## src/core/iphp_defs.vh

```
// Constants for the instruction phase and pipeline control block.
// Assumes inclusion by bare name from the design files and the checker of this block.
`ifndef IPHP_DEFS_VH
`define IPHP_DEFS_VH

// ==========================================
// Widths
`define IPHP_PC_W          11
`define IPHP_INST_W        16
`define IPHP_DATA_W        8

// ==========================================
// Clock source select codes
`define IPHP_SRC_CRYSTAL   2'h0
`define IPHP_SRC_FAST_RC   2'h1
`define IPHP_SRC_SLOW_RC   2'h2

// ==========================================
// Phase codes, one-hot
`define IPHP_PH_FETCH      4'h1
`define IPHP_PH_DECODE     4'h2
`define IPHP_PH_EXEC       4'h4
`define IPHP_PH_WRITE      4'h8

// ==========================================
// Reset values
`define IPHP_PC_RESET      11'h000
`define IPHP_NOP_WORD      16'h0000

// ==========================================
// Datapath operation codes
`define IPHP_OP_PASS       4'h0
`define IPHP_OP_ADD        4'h1
`define IPHP_OP_ADC        4'h2
`define IPHP_OP_SUB        4'h3
`define IPHP_OP_SBC        4'h4
`define IPHP_OP_AND        4'h5
`define IPHP_OP_OR         4'h6
`define IPHP_OP_XOR        4'h7
`define IPHP_OP_CPL        4'h8
`define IPHP_OP_RR         4'h9
`define IPHP_OP_RL         4'hA
`define IPHP_OP_RRC        4'hB
`define IPHP_OP_RLC        4'hC
`define IPHP_OP_INC        4'hD
`define IPHP_OP_DEC        4'hE

`endif

```

## src/core/iphp_alu.v

```verilog
// Eight-bit arithmetic and logic unit with registered result.
// Assumes operands are stable while the execute phase enable is high.
`timescale 1ns/10ps
`default_nettype none
`include "iphp_defs.vh"

module iphp_alu (
	input  wire                      clk_i,
	input  wire                      reset_i,
	input  wire                      en_i,
	input  wire [3:0]                op_i,
	input  wire [`IPHP_DATA_W-1:0]   a_i,
	input  wire [`IPHP_DATA_W-1:0]   b_i,
	input  wire                      carry_i,
	output reg  [`IPHP_DATA_W-1:0]   result_o,
	output reg                       carry_o,
	output reg                       zero_o
);

	reg [`IPHP_DATA_W:0] sum_w;

	// ==========================================
	// Combinational operation
	// eight bit ALU.
	always @* begin
		sum_w = {1'b0, a_i};
		case (op_i)
			`IPHP_OP_ADD: sum_w = {1'b0, a_i} + {1'b0, b_i};
			`IPHP_OP_ADC: sum_w = {1'b0, a_i} + {1'b0, b_i} + {8'h00, carry_i};
			`IPHP_OP_SUB: sum_w = {1'b0, a_i} + {1'b0, ~b_i} + 9'h001;
			`IPHP_OP_SBC: sum_w = {1'b0, a_i} + {1'b0, ~b_i} + {8'h00, carry_i};
			`IPHP_OP_AND: sum_w = {carry_i, a_i & b_i};
			`IPHP_OP_OR:  sum_w = {carry_i, a_i | b_i};
			`IPHP_OP_XOR: sum_w = {carry_i, a_i ^ b_i};
			`IPHP_OP_CPL: sum_w = {carry_i, ~b_i};
			`IPHP_OP_RR:  sum_w = {carry_i, b_i[0], b_i[7:1]};
			`IPHP_OP_RL:  sum_w = {carry_i, b_i[6:0], b_i[7]};
			`IPHP_OP_RRC: sum_w = {b_i[0], carry_i, b_i[7:1]};
			`IPHP_OP_RLC: sum_w = {b_i[7], b_i[6:0], carry_i};
			`IPHP_OP_INC: sum_w = {carry_i, b_i + 8'h01};
			`IPHP_OP_DEC: sum_w = {carry_i, b_i - 8'h01};
			default:      sum_w = {carry_i, b_i};
		endcase
	end

	// ==========================================
	// Result register
	always @(posedge clk_i or posedge reset_i) begin
		if (reset_i) begin
			result_o <= 8'h00;
			carry_o  <= 1'b0;
			zero_o   <= 1'b0;
		end else if (en_i) begin
			result_o <= sum_w[7:0];
			carry_o  <= sum_w[8];
			zero_o   <= (sum_w[7:0] == 8'h00);
		end
	end

endmodule // iphp_alu

`default_nettype wire

```

## src/core/iphp_pipeline.v

```verilog
// Four-phase instruction timing and two-stage fetch/execute pipeline control.
// Assumes program memory returns the word for fetch_addr_o while fetch_phase_o is high,
// and that the decoder outside classifies the executing word combinationally.
`timescale 1ns/10ps
`default_nettype none
`include "iphp_defs.vh"

module iphp_pipeline (
	input  wire                      clk_i,
	input  wire                      reset_i,
	input  wire                      crystal_osc_i,
	input  wire                      fast_internal_rc_i,
	input  wire                      slow_internal_rc_i,
	input  wire [1:0]                clk_src_sel_i,
	input  wire [`IPHP_INST_W-1:0]   fetch_data_i,
	input  wire                      is_branch_i,
	input  wire [`IPHP_PC_W-1:0]     branch_target_i,
	input  wire                      skip_cond_i,
	input  wire                      pc_low_write_i,
	input  wire [`IPHP_DATA_W-1:0]   pc_low_byte_i,
	input  wire [3:0]                alu_op_i,
	input  wire                      alu_dst_acc_i,
	input  wire                      mem_indirect_i,
	input  wire [`IPHP_DATA_W-1:0]   mem_direct_addr_i,
	input  wire [`IPHP_DATA_W-1:0]   mem_ptr_i,
	input  wire [`IPHP_DATA_W-1:0]   mem_rdata_i,
	output wire                      sys_tick_o,
	output wire                      fetch_phase_o,
	output wire [2:0]                execute_phases_o,
	output reg  [`IPHP_PC_W-1:0]     pc_o,
	output reg  [`IPHP_PC_W-1:0]     fetch_addr_o,
	output reg  [`IPHP_INST_W-1:0]   exec_inst_o,
	output reg                       exec_valid_o,
	output reg                       dummy_cycle_o,
	output reg  [`IPHP_DATA_W-1:0]   acc_o,
	output reg  [`IPHP_DATA_W-1:0]   mem_addr_o,
	output reg                       mem_we_o,
	output reg  [`IPHP_DATA_W-1:0]   mem_wdata_o,
	output wire                      alu_carry_o,
	output wire                      alu_zero_o
);

	// ==========================================
	// Clock source selection and synchronisation
	reg        src_level_w;
	reg  [2:0] src_sync_q;
	reg        src_state_q;
	wire       src_stable_w;

	always @* begin
		case (clk_src_sel_i)
			`IPHP_SRC_CRYSTAL: src_level_w = crystal_osc_i;
			`IPHP_SRC_FAST_RC: src_level_w = fast_internal_rc_i;
			`IPHP_SRC_SLOW_RC: src_level_w = slow_internal_rc_i;
			default:           src_level_w = crystal_osc_i;
		endcase
	end

	assign src_stable_w = (src_sync_q[1] == src_sync_q[2]);

	always @(posedge clk_i or posedge reset_i) begin
		if (reset_i) begin
			src_sync_q  <= 3'h0;
			src_state_q <= 1'b0;
		end else begin
			src_sync_q <= {src_sync_q[1:0], src_level_w};
			if (src_stable_w) begin
				src_state_q <= src_sync_q[2];
			end
		end
	end

	// One system clock tick per rising edge of the selected source.
	assign sys_tick_o = src_stable_w & src_sync_q[2] & ~src_state_q;

	// ==========================================
	// Phase generator
	localparam [3:0] PH_FETCH  = `IPHP_PH_FETCH;
	localparam [3:0] PH_DECODE = `IPHP_PH_DECODE;
	localparam [3:0] PH_EXEC   = `IPHP_PH_EXEC;
	localparam [3:0] PH_WRITE  = `IPHP_PH_WRITE;

	reg  [3:0] phase_q;
	reg  [3:0] phase_d;
	wire       cycle_end_w;

	always @* begin
		phase_d = phase_q;
		if (sys_tick_o) begin
			case (phase_q)
				PH_FETCH:  phase_d = PH_DECODE;
				PH_DECODE: phase_d = PH_EXEC;
				PH_EXEC:   phase_d = PH_WRITE;
				PH_WRITE:  phase_d = PH_FETCH;
				default:   phase_d = PH_FETCH;
			endcase
		end
	end

	always @(posedge clk_i or posedge reset_i) begin
		if (reset_i) begin
			phase_q <= PH_FETCH;
		end else begin
			phase_q <= phase_d;
		end
	end

	assign fetch_phase_o    = phase_q[0];
	assign execute_phases_o = phase_q[3:1];
	assign cycle_end_w      = sys_tick_o & phase_q[3];

	// ==========================================
	// Fetch/execute pipeline
	reg                    fetched_q;
	reg                    pending_q;
	reg  [`IPHP_PC_W-1:0]  target_q;
	reg  [`IPHP_INST_W-1:0] fetch_word_q;
	wire                   redirect_w;
	wire [`IPHP_PC_W-1:0]  redirect_addr_w;

	assign redirect_addr_w = pc_low_write_i ? {pc_o[`IPHP_PC_W-1:8], pc_low_byte_i} : target_q;
	assign redirect_w = exec_valid_o & (pending_q | skip_cond_i | pc_low_write_i);

	always @(posedge clk_i or posedge reset_i) begin
		if (reset_i) begin
			pc_o          <= `IPHP_PC_RESET;
			fetch_addr_o  <= `IPHP_PC_RESET;
			fetch_word_q  <= `IPHP_NOP_WORD;
			exec_inst_o   <= `IPHP_NOP_WORD;
			exec_valid_o  <= 1'b0;
			fetched_q     <= 1'b0;
			dummy_cycle_o <= 1'b0;
			pending_q     <= 1'b0;
			target_q      <= `IPHP_PC_RESET;
		end else begin
			if (sys_tick_o & phase_q[0]) begin
				fetch_word_q <= fetch_data_i;
				fetched_q    <= 1'b1;
				pc_o         <= fetch_addr_o + 11'h001;
			end
			if (sys_tick_o & phase_q[1] & exec_valid_o & is_branch_i) begin
				target_q  <= branch_target_i;
				pending_q <= 1'b1;
			end
			if (cycle_end_w) begin
				if (redirect_w) begin
					exec_inst_o   <= `IPHP_NOP_WORD;
					exec_valid_o  <= 1'b0;
					dummy_cycle_o <= 1'b1;
					pending_q     <= 1'b0;
					fetch_addr_o  <= skip_cond_i & ~pending_q & ~pc_low_write_i ? pc_o : redirect_addr_w;
				end else begin
					exec_inst_o   <= fetch_word_q;
					exec_valid_o  <= fetched_q;
					dummy_cycle_o <= 1'b0;
					fetch_addr_o  <= pc_o;
				end
			end
		end
	end

	// ==========================================
	// Accumulator and data memory path
	wire [`IPHP_DATA_W-1:0] alu_res_w;
	wire                    alu_en_w;

	assign alu_en_w = sys_tick_o & phase_q[2] & exec_valid_o;

	iphp_alu u_alu (
		.clk_i    (clk_i),
		.reset_i  (reset_i),
		.en_i     (alu_en_w),
		.op_i     (alu_op_i),
		.a_i      (acc_o),
		.b_i      (mem_rdata_i),
		.carry_i  (alu_carry_o),
		.result_o (alu_res_w),
		.carry_o  (alu_carry_o),
		.zero_o   (alu_zero_o)
	);

	always @(posedge clk_i or posedge reset_i) begin
		if (reset_i) begin
			acc_o       <= 8'h00;
			mem_addr_o  <= 8'h00;
			mem_we_o    <= 1'b0;
			mem_wdata_o <= 8'h00;
		end else begin
			mem_we_o <= 1'b0;
			if (sys_tick_o & phase_q[1]) begin
				mem_addr_o <= mem_indirect_i ? mem_ptr_i : mem_direct_addr_i;
			end
			if (sys_tick_o & phase_q[3] & exec_valid_o) begin
				if (alu_dst_acc_i) begin
					acc_o <= alu_res_w;
				end else begin
					mem_wdata_o <= alu_res_w;
					mem_we_o    <= 1'b1;
				end
			end
		end
	end

endmodule // iphp_pipeline

`default_nettype wire

```

## config.mk

```make
export PLATFORM = sky130hd
export DESIGN_NAME = iphp_pipeline
export DESIGN_NICKNAME = d
export VERILOG_FILES = /design/src/core/iphp_alu.v /design/src/core/iphp_pipeline.v
export VERILOG_INCLUDE_DIRS = /design/src /design/src/core
export SDC_FILE = /design/constraint.sdc
export NUM_CORES = 1
export LEC_CHECK = 0
export BUFFER_PORTS_ARGS = -buffer_cell sky130_fd_sc_hd__buf_4
export CORE_MARGIN = 2
export CORE_UTILIZATION = 35
export DETAILED_ROUTE_END_ITERATION = 8
export PLACE_DENSITY_LB_ADDON = 0.15
export SLEW_MARGIN = 20
export SYNTH_ARGS = -nofsm -noshare
export SYNTH_HDL_FRONTEND = slang
export SYNTH_SLANG_ARGS = --single-unit
```

## constraint.sdc

```tcl
create_clock -name clk_i -period 10 [get_ports clk_i]
set_input_delay 1.5 -clock clk_i [delete_from_list [all_inputs] [get_ports clk_i]]
set_output_delay 1.5 -clock clk_i [all_outputs]
set_load 0.02 [all_outputs]
```

Yosys cells after proc, flatten, opt, wreduce, memory -nomap -nowiden
Index checks and enable logic that the tools add are counted.
{ "op_classes": {"n_addsub": 8, "eq_ne": 20, "n_mux": 15, "bitwise": 31, "n_reduce_logical": 5} }
{ "ops": {"columns": ["operator", "count"], "rows": [
  ["9-bit one-hot mux with 14 select lines", 1],
  ["11-bit two-way mux", 3],
  ["4-bit equality test, second input constant", 7],
  ["4-bit by 3-bit equality test with 1-bit output, second input constant", 5],
  ["8-bit by 8-bit adder with 9-bit output", 2],
  ["9-bit by 1-bit adder with 9-bit output", 2],
  ["16-bit two-way mux", 1],
  ["1-bit bitwise AND", 13],
  ["4-bit by 2-bit equality test with 1-bit output, second input constant", 3],
  ["1-bit NOT", 12],
  ["4-bit one-hot mux with 3 select lines", 1],
  ["11-bit by 1-bit adder with 11-bit output, second input constant", 1],
  ["10-bit AND reduction", 1],
  ["9-bit by 1-bit adder with 9-bit output, second input constant", 1],
  ["8-bit by 1-bit adder with 8-bit output, second input constant", 1],
  ["8-bit bitwise AND", 1],
  ["4-bit by 1-bit equality test with 1-bit output, second input constant", 2],
  ["8-bit logical NOT", 1],
  ["8-bit two-way mux", 1],
  ["8-bit NOT", 1],
  ["8-bit bitwise OR", 1],
  ["8-bit by 1-bit subtractor with 8-bit output, second input constant", 1],
  ["8-bit XOR", 1],
  ["1-bit two-way mux", 7],
  ["7 further kinds", 9]
]} }
{ "word_totals": {"ff_bits": 112, "input_bits": 75, "out_inout_bits": 72, "word_cells": 98} }

Depth between registers and ports, before layout
{ "depth": {"word_depth": 9, "mapped_depth": 14, "mapped_depth_nobuf": 13} }

Hierarchy
From an unflattened synthesis, not the netlist that was laid out.
{ "unflattened": {"cells_unflattened": 859, "hier_area_um2": 7538.5} }
{ "by_module_without_submodules": {"columns": ["module", "instances", "cells_each", "area_per_inst_um2"], "rows": [
  ["iphp_pipeline", 1, 417, 4425.5],
  ["iphp_alu", 1, 442, 3113.0]
]} }

Worst setup path after synthesis
Ideal clock, no wire load.
{ "synth_path": {"kind": "input port to flip-flop", "start": "in alu_op_i[2]", "end": "reg u_alu.zero_o", "setup_ps": 122, "t_arrival_ps": 4072, "required_ps": 9878, "slack_ps": 5806, "stages": 13, "n_path_buf": 2, "cell_sequence": "buf_2 > clkbuf_1 > nand2_1 > nor2_1 > ha_1 > or3_1 > o211ai_1 > xnor2_1 > mux2i_1 > o221ai_1 > a21oi_1 > o22a_1 > a32o_1"} }
{ "synth_between": {"elab_chain_len": 3, "elab_cells_between_ends": 16, "classes_between": "14 x eq/ne; 1 x mux; 1 x reduce/logical"} }
{ "synth_lines": {"columns": ["item", "line_no", "text"], "rows": [
  ["from (decl)", "iphp_pipeline.v:21", "input wire [3:0] alu_op_i,"],
  ["4-bit equality test, or another cell as far along", "iphp_alu.v:27", "case (op_i)"],
  ["9-bit one-hot mux with 14 select lines *", "iphp_alu.v:27", null],
  ["8-bit logical NOT *", "iphp_alu.v:56", "zero_o <= (sum_w[7:0] == 8'h00);"],
  ["to (signal assigned)", "iphp_alu.v:56", null],
  ["to (decl)", "iphp_alu.v:17", "output reg zero_o"]
]} }
Mark *: on every way between the ends. The rest lies on a longest branch, timed or not.
A chain may end at the register's enable or synchronous reset.

Worst setup path after layout
{ "layout_path": {"start": "in alu_op_i[0]", "end": "reg u_alu.zero_o"} }
Same word-level chain as after synthesis.

==> out/metrics.yaml <==
hold_path:
  worstHoldPathCells: 0
  worstHoldPathType: "reg2reg"
  min-delay-start: "src_sync_q[0]$_DFF_PP0_"
  hold_end: "src_sync_q[1]$_DFF_PP0_"
timing:
  fmax_mhz: 230
  slew_headroom_pct: 40.1
  hold_viol: 0
  tightest_slew_ps: 894
  min_period_over_period_pct: 43.4
  timing.final.max_slew_violations: 0
  finalSetupViolCount: 0
  grt_setup_unrepaired: "false"
  fin_skew_ps: 12.0
  finalCriticalPeriod_ps: 4340
  setup_tns_ps: 0
cells_and_area:
  final_cells: 1157
  design_area_sq_um: 8880
  ff_latch_area_sq_um: 2800
  layout_common_cells: "buf_4 (150), dfrtp_1 (111), nand2_1 (77), o21ai_0 (51), nor2_1 (51)"
  multi_input_area_sq_um: 4130
  layout.cells.most_common: "buf_4"
  nNetsFinal: 999
  drive_gt1_share_pct: 26.2
  area_delta_synth_final_pct: 22.3
  antenna_cells: 0
  nFillCells: 2053
die:
  rows: 52
  start_util_pct: 35.8
  die_area_sq_um: 21900
  ios: 147
  fp.dieW_um: 148
  dieHeight_um: 148
  fp.coreArea_sq_um: 20300
detailed_routing:
  wl_um: 21000
  routedWlPerCell_um: 18.1
  viasPerCell: 5.29
  drt_iter0_drc: 337
  vias: 6125
  dr.pass1.iters: 5
  drcViolationCount: 0
  final_antenna_net_count: 0
setup_path:
  rr_worst_depth: 10
  crit_fanout: 36
  critPathSlowestCell: "nor2_1"
  cp_slowest_stage_delay_ps: 490
  endpoint_kind: "register"
  cp_data_arrival_time_ps: 4580
  crit_chain: "buf_4 -> nand2b_1 -> nor2_1 -> ha_1 -> a21oi_1 -> o2111ai_1 -> o211ai_1 -> xnor2_1 -> mux2i_1 -> o221ai_1 -> a21oi_1 -> o22a_1 -> a32o_1"
  required_ps: 10240
  reg2reg_slack_ps: 6720
  cp-start-kind: "input pin"
  path_class: "in2reg"
  path_common_cell: "a21oi_1"
  regToRegStartpoint: "acc_o[1]$_DFFE_PP0P_"
  rr_endpoint: "u_alu.carry_o$_DFFE_PP0P_"
outcome:
  status: "finished clean"
clock_network:
  hold_buffers: 0
  clk_latency_ps: 360
  cts_resized: 0
  cts_made_buffers: 9
  clockRootBuffer: "clkbuf_16"
  cts_sinks: 112
  clockBufferDepth: 2
  post_cts_buffers: 0
  cts_htree_levels: 3
  path_clk_slew_ps: 80
  tritoncts: "built"
global_route:
  grt_pass1_vias: 6087
  antenna_found_initial: 0
  grtUsageTotal_pct: 19.4
  grt_start_max_net_pins: 64
  grt-ovfl-total: 0
  grt_first_pass_wirelength_um: 33600
logic_synthesis:
  seq_area_frac_synth_pct: 38.6
  synth_area_per_cell_sq_um: 9.49
  synth_flop_cell: "dfrtp_1"
  netlist_instances: 765
  ys_ff_latch: 112
  synthesis.nets: 882
  yosysWarnings: 0
  syn-cell-area_sq_um: 7260
  ys_types: 75
  synth_edf_count: 0
  async_reset_ff_share_pct: 100
power:
  switching_share_pct: 34.1
  p_int_mw: 1.01
  clkPwrFrac_pct: 26.2
  p_leak_nw: 4.14
  seqPwrFrac_pct: 41.9
  ir_worst_vdd_v: 0.000128
  combinationalPowerShare_pct: 31.9
  p_sw_mw: 0.524
  power_mw: 1.54
  p_per_area_nw_per_um2: 173
run:
  drv_cap: 0
place:
  placedCellCount: 1141
  io_buffers: 146
  dpl.hpwl_um: 15600
  gp_congestion: 0.887
  dpl_cell_area_sq_um: 8540
## worst max-delay path: cells and delay by family
family                     cells  cell delay (ps)
AOI/OAI and AO/OA              7             1460
xor gates and xnor gates       1              160
adders and majority gates      1              340
buffers and inverters          1              230
muxes                          1              100
and+or+nand+nor                2              770
## power by group through the flow
stage	sequential, mW	clock [mW]	combinational (mW)
2_1_floorplan	0.707	0	0.238
3_3_place_gp	0.653	0	0.491
3_5_place_dp	0.653	0	0.495
4_1_cts	0.647	0.416	0.495
5_1_grt	0.663	0.438	0.537
6_report	0.645	0.403	0.491
## Yosys cell counts, types with 11 or more instances
library cell / count / area (sq um)
a21oi_1: 37 / 185
o21ai_0: 51 / 255
nor3_1: 11 / 55.1
mux2i_1: 16 / 160
a22o_1: 28 / 245
mux2_2: 48 / 541
xor2_1: 19 / 166
dfrtp_1: 111 / 2780
xnor2_1: 25 / 219
clkbuf_1: 31 / 116
nand3_1: 15 / 75.1
nand2_1: 77 / 289
nor2_1: 52 / 195
ha_1: 39 / 488
inv_1: 33 / 124
a22oi_1: 14 / 105
## flip-flops by register name, indices dropped and copies added (netlist names), 3 cells and up
name and count:
exec_inst_o 16, fetch_word_q 16, fetch_addr_o 11, pc_o 11, target_q 11, acc_o 8, mem_addr_o 8, mem_wdata_o 8
u_alu.result_o 8, phase_q 4, src_sync_q 3
## routing by layer
layer,GRT usage (%),wire (um)
met4,4.14,252
met5,0,0
met1,26.4,9490
met2,30.8,9750
met3,5.56,1470
## cells by family after synthesis
kind of cell / Yosys count / share of synthesized area [%]
muxes: 64 / 9.65
and+or+nand+nor: 209 / 13.9
xor gates and xnor gates: 45 / 5.69
DFF: 112 / 38.6
adders and majority gates: 42 / 7.55
buffers and inverters: 82 / 4.60
AOI/OAI and AO/OA: 211 / 20.0
## layout make-up
| cell class | count | share of cell area (%) |
|---|---|---|
| Clock buffer | 9 | 2.54 |
| Clock inverter | 7 | 1.27 |
| Inverter | 38 | 1.63 |
| Multi-Input combinational cell | 571 | 46.5 |
| Sequential cell | 112 | 31.6 |
| Tap cell | 270 | 3.80 |
| Timing Repair Buffer | 150 | 12.7 |
## per-stage QoR
stage	utilization, %	worst slack [ps]	hold WS (ps)
floorplan	-	5540	331
global placement	42.1	5420	334
detailed placement	42.1	5330	336
CTS	43.7	5700	354
global route	43.8	5380	377
finish	43.8	5660	352
## worst max path at each step
stage / startpoint / end / slack (ps)
floorplan: reset_i / acc_o[0]$_DFFE_PP0P_ / 5540
global placement: alu_op_i[2] / u_alu.zero_o$_DFFE_PP0P_ / 5420
detailed placement: alu_op_i[2] / u_alu.zero_o$_DFFE_PP0P_ / 5330
CTS: alu_op_i[2] / u_alu.zero_o$_DFFE_PP0P_ / 5700
global route: alu_op_i[2] / u_alu.zero_o$_DFFE_PP0P_ / 5380
finish: alu_op_i[0] / u_alu.zero_o$_DFFE_PP0P_ / 5660
(Power assumes the default switching activity.)
